==> src/rtl/sbsc_pkg.sv <==
// shared constants of the synchronous burst sram control port
`default_nettype none
package sbsc_pkg;
  // ==========================================================
  // organisation
  localparam int SBSC_LANE_W = 9;      // bits per byte lane
  localparam int SBSC_LANES = 2;       // lanes of the 18-bit part
  localparam int SBSC_LANES_WIDE = 4;  // lanes of the 36-bit part
  localparam int SBSC_ADDR_W = 19;     // word address of 18-bit part
  localparam int SBSC_BURST_W = 2;     // internal burst counter bits
  // ==========================================================
  // reset values
  localparam logic [SBSC_BURST_W-1:0] SBSC_CNT_RST = 2'h0;
  localparam logic SBSC_OE_RST = 1'b0;
  // ==========================================================
  // port state, one-hot
  typedef enum logic [1:0] {
    SBSC_IDLE  = 2'b01,
    SBSC_BURST = 2'b10
  } sbsc_state_t;
endpackage
`default_nettype wire

==> src/rtl/sbsc_burst.sv <==
// two-bit burst address generator, linear or interleaved order
`default_nettype none
module sbsc_burst import sbsc_pkg::*; #(
  parameter int BW = SBSC_BURST_W
) (
  // clock and reset
  input wire logic clock,
  input wire logic reset_n,
  // control
  input wire logic load,
  input wire logic step,
  input wire logic interleave,
  input wire logic [BW-1:0] start,
  // next low address bits
  output logic [BW-1:0] low_nxt
);
  logic [BW-1:0] start_r;
  logic [BW-1:0] cnt_r;
  logic [BW-1:0] start_nxt;
  logic [BW-1:0] cnt_nxt;

  // a load restarts the count, a step advances it
  always_comb begin
    start_nxt = load ? start : start_r;
    if (load) begin
      cnt_nxt = SBSC_CNT_RST;
    end else if (step) begin
      cnt_nxt = cnt_r + 1'b1;
    end else begin
      cnt_nxt = cnt_r;
    end
    // sum is cut to BW bits so it wraps inside the block
    if (interleave) begin
      low_nxt = start_nxt ^ cnt_nxt;
    end else begin
      low_nxt = start_nxt + cnt_nxt;
    end
  end

  // count state
  always_ff @(posedge clock or negedge reset_n) begin
    if (!reset_n) begin
      start_r <= SBSC_CNT_RST;
      cnt_r <= SBSC_CNT_RST;
    end else begin
      start_r <= start_nxt;
      cnt_r <= cnt_nxt;
    end
  end
endmodule
`default_nettype wire

==> src/rtl/sbsc_port.sv <==
// synchronous control port of a pipelined burst sram
`default_nettype none
// ==========================================================
module sbsc_port import sbsc_pkg::*; #(
  parameter int LANES = SBSC_LANES,
  parameter int LANE_W = SBSC_LANE_W,
  parameter int ADDR_W = SBSC_ADDR_W
) (
  // clock and reset
  input wire logic clock,
  input wire logic reset_n,
  // address and strobes
  input wire logic [ADDR_W-1:0] addr,
  input wire logic proc_addr_strobe_n,
  input wire logic ctrl_addr_strobe_n,
  input wire logic burst_step_n,
  input wire logic burst_order_high,
  // chip selects
  input wire logic chip_select_n,
  input wire logic secondary_select_high,
  // write controls, lane 0 is the first lane
  input wire logic full_word_write_n,
  input wire logic byte_write_gate_n,
  input wire logic [LANES-1:0] lane_write_sel_n,
  // data pin, split three ways
  input wire logic [LANES*LANE_W-1:0] data_in,
  output logic [LANES*LANE_W-1:0] data_out,
  output logic data_oe,
  // memory core side
  input wire logic [LANES*LANE_W-1:0] core_rdata,
  output logic [ADDR_W-1:0] mem_addr,
  output logic [LANES-1:0] mem_lane_write,
  output logic [LANES*LANE_W-1:0] mem_wdata,
  output logic mem_read,
  output logic port_selected
);
  localparam int DW = LANES * LANE_W;
  localparam int BW = SBSC_BURST_W;

  // ==========================================================
  // state and outputs
  sbsc_state_t state_r;
  sbsc_state_t state_nxt;
  logic [ADDR_W-1:0] mem_addr_r;
  logic [LANES-1:0] mem_lane_write_r;
  logic [DW-1:0] mem_wdata_r;
  logic mem_read_r;
  logic [DW-1:0] data_out_r;
  logic data_oe_r;

  // ==========================================================
  // decoded controls of this edge
  logic select_ok;
  logic proc_go;
  logic ctrl_go;
  logic load;
  logic cont;
  logic step;
  logic access;
  logic is_write;
  logic [LANES-1:0] lane_write;
  logic data_hiz;
  logic [BW-1:0] low_nxt;
  logic [ADDR_W-1:0] addr_nxt;

  // ==========================================================
  // select and strobe qualification
  // every decision below looks at the pins of one edge only
  assign select_ok = !chip_select_n && secondary_select_high;
  // processor strobe is dead while the primary select is high
  assign proc_go = !proc_addr_strobe_n && !chip_select_n;
  assign ctrl_go = !ctrl_addr_strobe_n && !proc_go;
  assign load = proc_go || ctrl_go;
  // a burst or wait cycle follows an access without a new strobe
  assign cont = (state_r == SBSC_BURST) && !load;
  assign step = cont && !burst_step_n;
  assign access = (load && select_ok) || cont;
  // processor-started cycles are always reads
  assign is_write = !proc_go && (|lane_write);

  // ==========================================================
  // write decode and burst counter
  sbsc_wdec #(
    .LANES(LANES)
  ) u_wdec (
    .full_word_write_n(full_word_write_n),
    .byte_write_gate_n(byte_write_gate_n),
    .lane_write_sel_n(lane_write_sel_n),
    .lane_write(lane_write),
    .data_hiz(data_hiz)
  );

  sbsc_burst #(
    .BW(BW)
  ) u_burst (
    .clock(clock),
    .reset_n(reset_n),
    .load(load),
    .step(step),
    .interleave(burst_order_high),
    .start(addr[BW-1:0]),
    .low_nxt(low_nxt)
  );

  // upper bits come from the pins on a load, else stay put
  always_comb begin
    if (load) begin
      addr_nxt = {addr[ADDR_W-1:BW], low_nxt};
    end else begin
      addr_nxt = {mem_addr_r[ADDR_W-1:BW], low_nxt};
    end
  end

  // ==========================================================
  // port state: a strobe selects or deselects the port
  always_comb begin
    state_nxt = state_r;
    case (state_r)
      SBSC_IDLE: begin
        if (load && select_ok) begin
          state_nxt = SBSC_BURST;
        end
      end
      SBSC_BURST: begin
        if (load && !select_ok) begin
          state_nxt = SBSC_IDLE;
        end
      end
      default: begin
        state_nxt = SBSC_IDLE;
      end
    endcase
  end

  always_ff @(posedge clock or negedge reset_n) begin
    if (!reset_n) begin
      state_r <= SBSC_IDLE;
    end else begin
      state_r <= state_nxt;
    end
  end

  // ==========================================================
  // address register, updated only when an access happens
  always_ff @(posedge clock or negedge reset_n) begin
    if (!reset_n) begin
      mem_addr_r <= '0;
    end else if (access) begin
      mem_addr_r <= addr_nxt;
    end
  end

  // per-lane write strobes, one cycle per access
  always_ff @(posedge clock or negedge reset_n) begin
    if (!reset_n) begin
      mem_lane_write_r <= '0;
    end else if (access && is_write) begin
      mem_lane_write_r <= lane_write;
    end else begin
      mem_lane_write_r <= '0;
    end
  end

  // write data taken on the same edge as the write controls
  always_ff @(posedge clock or negedge reset_n) begin
    if (!reset_n) begin
      mem_wdata_r <= '0;
    end else if (access && is_write) begin
      mem_wdata_r <= data_in;
    end
  end

  // read strobe to the core
  always_ff @(posedge clock or negedge reset_n) begin
    if (!reset_n) begin
      mem_read_r <= 1'b0;
    end else begin
      mem_read_r <= access && !is_write;
    end
  end

  // ==========================================================
  // read data pipeline: core answers while mem_read is high,
  // the pins show it one cycle later
  always_ff @(posedge clock or negedge reset_n) begin
    if (!reset_n) begin
      data_out_r <= '0;
    end else if (mem_read_r) begin
      data_out_r <= core_rdata;
    end
  end

  // a write on the pins always wins over a pending read, but the drive
  // only ends at the write edge, so the host must wait out any read drive
  always_ff @(posedge clock or negedge reset_n) begin
    if (!reset_n) begin
      data_oe_r <= SBSC_OE_RST;
    end else begin
      data_oe_r <= mem_read_r && !data_hiz;
    end
  end

  // ==========================================================
  // outputs
  assign data_out = data_out_r;
  assign data_oe = data_oe_r;
  assign mem_addr = mem_addr_r;
  assign mem_lane_write = mem_lane_write_r;
  assign mem_wdata = mem_wdata_r;
  assign mem_read = mem_read_r;
  assign port_selected = state_r[1];

  // ==========================================================
  // checks
  a_hiz_on_write: assert property (
    @(posedge clock) disable iff (!reset_n)
    (!byte_write_gate_n && !(&lane_write_sel_n)) |=> !data_oe)
    else $error("data pins driven during gated byte write");

  a_gate_blocks: assert property (
    @(posedge clock) disable iff (!reset_n)
    (byte_write_gate_n && full_word_write_n) |=> (mem_lane_write == '0))
    else $error("lane write without gate or global write");

  a_full_word: assert property (
    @(posedge clock) disable iff (!reset_n)
    (!full_word_write_n && !proc_go && access) |=> (&mem_lane_write))
    else $error("global write did not hit every lane");

  a_lane_map: assert property (
    @(posedge clock) disable iff (!reset_n)
    (full_word_write_n && !byte_write_gate_n && access && !proc_go)
    |=> (mem_lane_write == ~$past(lane_write_sel_n)))
    else $error("lane write does not follow its select");

  a_wdata_take: assert property (
    @(posedge clock) disable iff (!reset_n)
    (|mem_lane_write) |-> (mem_wdata == $past(data_in)))
    else $error("write data not from the write edge");

  a_proc_gated: assert property (
    @(posedge clock) disable iff (!reset_n)
    (chip_select_n && ctrl_addr_strobe_n && state_r == SBSC_IDLE)
    |=> (state_r == SBSC_IDLE) && !mem_read && (mem_lane_write == '0))
    else $error("processor strobe acted while deselected");

  // a gated processor strobe must not end a running burst either
  a_proc_ignored: assert property (
    @(posedge clock) disable iff (!reset_n)
    (chip_select_n && ctrl_addr_strobe_n && port_selected) |=> port_selected)
    else $error("gated processor strobe ended the burst");

  a_proc_read: assert property (
    @(posedge clock) disable iff (!reset_n)
    (!proc_addr_strobe_n && !chip_select_n && secondary_select_high)
    |=> mem_read && (mem_addr == $past(addr)) && port_selected)
    else $error("processor strobe did not start a read");

  a_ctrl_load: assert property (
    @(posedge clock) disable iff (!reset_n)
    (!ctrl_addr_strobe_n && proc_addr_strobe_n && select_ok)
    |=> port_selected && (mem_addr == $past(addr)))
    else $error("controller strobe did not load the address");

  a_ctrl_desel: assert property (
    @(posedge clock) disable iff (!reset_n)
    (!ctrl_addr_strobe_n && !secondary_select_high) |=> !port_selected)
    else $error("controller strobe did not deselect");

  a_wait_hold: assert property (
    @(posedge clock) disable iff (!reset_n)
    (cont && burst_step_n) |=> (mem_addr == $past(mem_addr)))
    else $error("wait cycle moved the address");

  a_burst_block: assert property (
    @(posedge clock) disable iff (!reset_n)
    cont |=> (mem_addr[ADDR_W-1:BW] == $past(mem_addr[ADDR_W-1:BW])))
    else $error("burst carried into upper address bits");

  a_linear_step: assert property (
    @(posedge clock) disable iff (!reset_n)
    (step && !burst_order_high && $past(cont && !burst_step_n
      && !burst_order_high))
    |=> (mem_addr[BW-1:0] == $past(mem_addr[BW-1:0]) + 2'h1))
    else $error("linear burst order broken");

  a_oe_after_rd: assert property (
    @(posedge clock) disable iff (!reset_n)
    data_oe |-> $past(mem_read))
    else $error("data pins driven without a read");
endmodule
`default_nettype wire

==> src/rtl/sbsc_wdec.sv <==
// write select decode: global write, byte gate and lane selects
`default_nettype none
module sbsc_wdec import sbsc_pkg::*; #(
  parameter int LANES = SBSC_LANES
) (
  // write controls, all active low
  input wire logic full_word_write_n,
  input wire logic byte_write_gate_n,
  input wire logic [LANES-1:0] lane_write_sel_n,
  // decoded
  output logic [LANES-1:0] lane_write,
  output logic data_hiz
);
  // global write wins over the gate and the lane selects
  function automatic logic [LANES-1:0] lanes_of(
    input logic gw_n, input logic gate_n, input logic [LANES-1:0] sel_n);
    if (!gw_n) begin
      lanes_of = '1;
    end else if (!gate_n) begin
      lanes_of = ~sel_n;
    end else begin
      lanes_of = '0;
    end
  endfunction

  // data pins float for any gated lane select or a global write
  assign lane_write = lanes_of(full_word_write_n, byte_write_gate_n,
                               lane_write_sel_n);
  assign data_hiz = (!byte_write_gate_n && !(&lane_write_sel_n))
                    || !full_word_write_n;
endmodule
`default_nettype wire
==> config.mk <==
export PLATFORM = sky130hd
export DESIGN_NAME = sbsc_port
export DESIGN_NICKNAME = d
export VERILOG_FILES = /design/src/rtl/sbsc_pkg.sv /design/src/rtl/sbsc_burst.sv /design/src/rtl/sbsc_port.sv /design/src/rtl/sbsc_wdec.sv
export SDC_FILE = /design/constraint.sdc
export NUM_CORES = 1
export LEC_CHECK = 0
export ABC_AREA = 1
export CORE_UTILIZATION = 35
export DETAILED_ROUTE_END_ITERATION = 6
export DONT_BUFFER_PORTS = 1
export GPL_TIMING_DRIVEN = 0
export PLACE_DENSITY = 0.59
export SKIP_LAST_GASP = 1
export SYNTH_ARGS = -nofsm -noshare
export SYNTH_HDL_FRONTEND = slang
export SYNTH_SLANG_ARGS = --single-unit
==> constraint.sdc <==
create_clock -name clock -period 1.75 [get_ports clock]
set_input_delay 0.0875 -clock clock [delete_from_list [all_inputs] [get_ports clock]]
set_output_delay 0.0875 -clock clock [all_outputs]
set_load 0.005 [all_outputs]
==> flow_metrics.py <==
metrics = {
    "run_status": {
        "outcome": "complete, no violations",
    },
    "placed_design": {
        "hpwl_um": 3890,
        "place_area_um2": 2810,
        "pre_cts_ws_ps": -160,
        "gp_congestion": 0.777,
        "io_buffers": 0,
    },
    "pwr": {
        "netSwitchingPower_w": 0.00105,
        "power_density_nw_per_um2": 1100,
        "switching_share_pct": 25.3,
        "p_leak_nw": 1.87,
        "p_seq_share_pct": 49.1,
        "ir_drop_mv": 0.423,
        "power_frac_comb_pct": 13.1,
        "power_frac_clock_pct": 37.8,
        "p_int_w": 0.00308,
    },
    "global_route": {
        "grt_max_degree": 66,
        "grt_antenna_before_repair": 0,
        "grt_usage_pct": 15.3,
        "first_global_vias": 2105,
        "top_usage_layer": "met2",
        "grtUsageMet1_pct": 16.4,
        "met3_usage_pct": 6.22,
        "overflow": 0,
        "grt_pass1_wl_um": 9140,
        "use_met2_pct": 26.7,
    },
    "routing": {
        "drt-wirelength-per-cell_um": 13.2,
        "antenna_left": 0,
        "via_per_inst": 4.59,
        "drt-pass1-iter-count": 4,
        "post-route-drc-count": 0,
        "vias": 2086,
        "drt_wl_total_um": 5980,
        "drt_iter0_drc": 42,
    },
    "min_path": {
        "hold_class": "input pin to flop",
        "hold_start": "proc_addr_strobe_n",
        "min_path_cells": 3,
        "hold-path-endpoint": "mem_read",
    },
    "synthesis": {
        "yosysSeqAreaShare_pct": 60.6,
        "syn_area_um2": 2690,
        "synth_area_per_cell_um2": 9.84,
        "yosysTopAreaCellShare_pct": 59.6,
        "ys_ff_latch": 65,
        "syn_nets": 341,
        "yosysTopAreaCell": "dfrtp_1",
        "synthTopCellsByArea": "dfrtp_1 60%, nand2_1 15%, mux2_2 7.5%, nand3_1 4.3%, inv_1 2.8%",
        "synth_cell_types": 23,
        "synth_cells": 273,
        "synth-warning-count": 0,
    },
    "sta": {
        "min_period_ps": 1720,
        "relSlewSlack_pct": 78.6,
        "setup_violations": 0,
        "report.final.hold_viol_count": 0,
        "setup_tns_ps": 0,
        "slew_violations": 0,
        "rsz0062_at_grt": "yes",
        "skew_ps": 7.34,
        "tightest_slew_ps": 322,
        "max_freq_mhz": 580,
        "period_share_pct": 98.5,
        "setup_slack_ps": 25.5,
    },
    "setup_path": {
        "worstPathRequired_ps": 1980,
        "cp-start-kind": "flop",
        "r2r_start": "state_r[0]",
        "path_max_fanout": 3,
        "startpoint": "state_r[0]",
        "rrSetupSlack_ps": 30,
        "r2r_cells": 15,
        "r2r-end": "mem_addr[1]",
        "crit_arrival_ps": 1950,
        "critPathKind": "flop to flop",
        "end_kind": "flop",
    },
    "floorplanning": {
        "initial_core_util_pct": 36.7,
        "core-area_um2": 7330,
        "die_x_um": 89.6,
        "rows": 31,
        "io_pins": 127,
        "die_area_um2": 8030,
        "die_h_um": 89.6,
    },
    "clock_tree": {
        "cts_root_buf": "clkbuf_8",
        "cts_tree": "built",
        "clkLatencyLatePin_ps": 330,
        "clock_sinks": 65,
        "htree_levels": 3,
        "cts_buffers": 9,
        "clk_pin_slew_ps": 70,
        "cts_buffer_depth": 2,
    },
    "layout": {
        "fin_area_um2": 3770,
        "drive_gt1_share_pct": 19.2,
        "nNetsFinal": 418,
        "layout_common_cells": "110 x nand2_1, 64 x dfrtp_1, 63 x dlygate4sd3_1, 23 x nand3_1, 18 x mux2_2",
        "fin_util_pct": 51.4,
        "syn2layout_area_growth_pct": 40.2,
        "final_common_cell": "nand2_1",
        "fillers": 639,
        "n_antenna_cell": 0,
    },
    "run": {
        "drv_cap": 0,
    },
}
-- per-layer routing --
metal	wire length, µm	share of wire (%)	vias up
met2	3040	51	87
met3	436	7.3	5
met5	0	0	-
li1	-	-	1007
met4	73	1.2	0
met1	2430	41	987
-- sequential cells by signal, indices dropped and copies added, names as in the netlist --
signal and count:
mem_addr 19, u_burst.cnt_r 2, state_r 2, data_oe 1
u_burst.start_r 2, mem_lane_write 2, mem_wdata 18, data_out 18
mem_read 1
-- logic make-up after synthesis --
logic type | synth area share (%)
AOI/OAI and AO/OA | 1.91
adders and majority gates | 0.465
buffers and inverters | 6.38
DFF | 60.6
muxes | 7.54
and+or+nand+nor | 23.1
-- power groups by stage --
stage	clock, W	combinational, W	sequential (W)
floorplan	0	0.000328	0.00199
global placement	0	0.000368	0.00205
detailed placement	0	0.000387	0.00206
CTS	0.00162	0.000544	0.00203
global route	0.00168	0.000622	0.00208
finish	0.00156	0.000540	0.00203
-- area by class of cell --
cell class	count	area [µm²]	area share, %
Timing Repair Buffer	66	673	17.9
Sequential cell	65	1630	43.2
Inverter	23	88.8	2.36
Multi-Input combinational cell	175	920	24.4
Clock inverter	6	115	3.05
Clock buffer	10	138	3.65
Buffer	10	82.6	2.19
Tap cell	99	124	3.29
-- per-stage QoR --
stage                     hold slack [ps]  instances  total power, W
after floorplan                      -208        273         0.00232
after global routing                 57.5        454         0.00438
after detailed placement             -207        372         0.00245
after global placement               -207        372         0.00242
after CTS                            22.1        454         0.00420
final                                44.3        454         0.00413
-- cell usage after synthesis (all sizes together) --
cell and count:
a31oi 1, buf 10, dfrtp 64, dfstp 1, ha 1, inv 23
mux2 18, nand2 113, nand3 23, nand4 1, nor2 11, nor3b 1
o21ai 6
-- what timing repair did --
item	CTS	global route
hold buffers	64	0
gates resized for setup	8	4
hold endpoints to repair	124	0
pin swaps	10	5
setup endpoints to repair	1	1
setup buffers	2	0
-- critical path, cell delays in order (launching register included) --
cell     delay (ps)
dfstp_2         550
nor2_4           40
buf_4           130
nand4_1         110
nand2_1          80
inv_2            80
ha_4            130
inv_2            30
nor2_2           80
nand3_1          70
nand2_1          90
inv_1            50
nand2_1          50
nand2_1          50
nand2_1          50
nand2_1          40
-- worst max-delay path by stage --
| stage | cells past startpoint | to |
|---|---|---|
| final | 15 | mem_addr[1] |
| after global routing | 18 | mem_addr[1] |
| after CTS | 18 | mem_addr[1] |
| after detailed placement | 18 | mem_addr[1] |
| after global placement | 18 | mem_addr[1] |
| after floorplan | 18 | mem_addr[1] |
No activity file was read; power rests on OpenSTA's default activity.
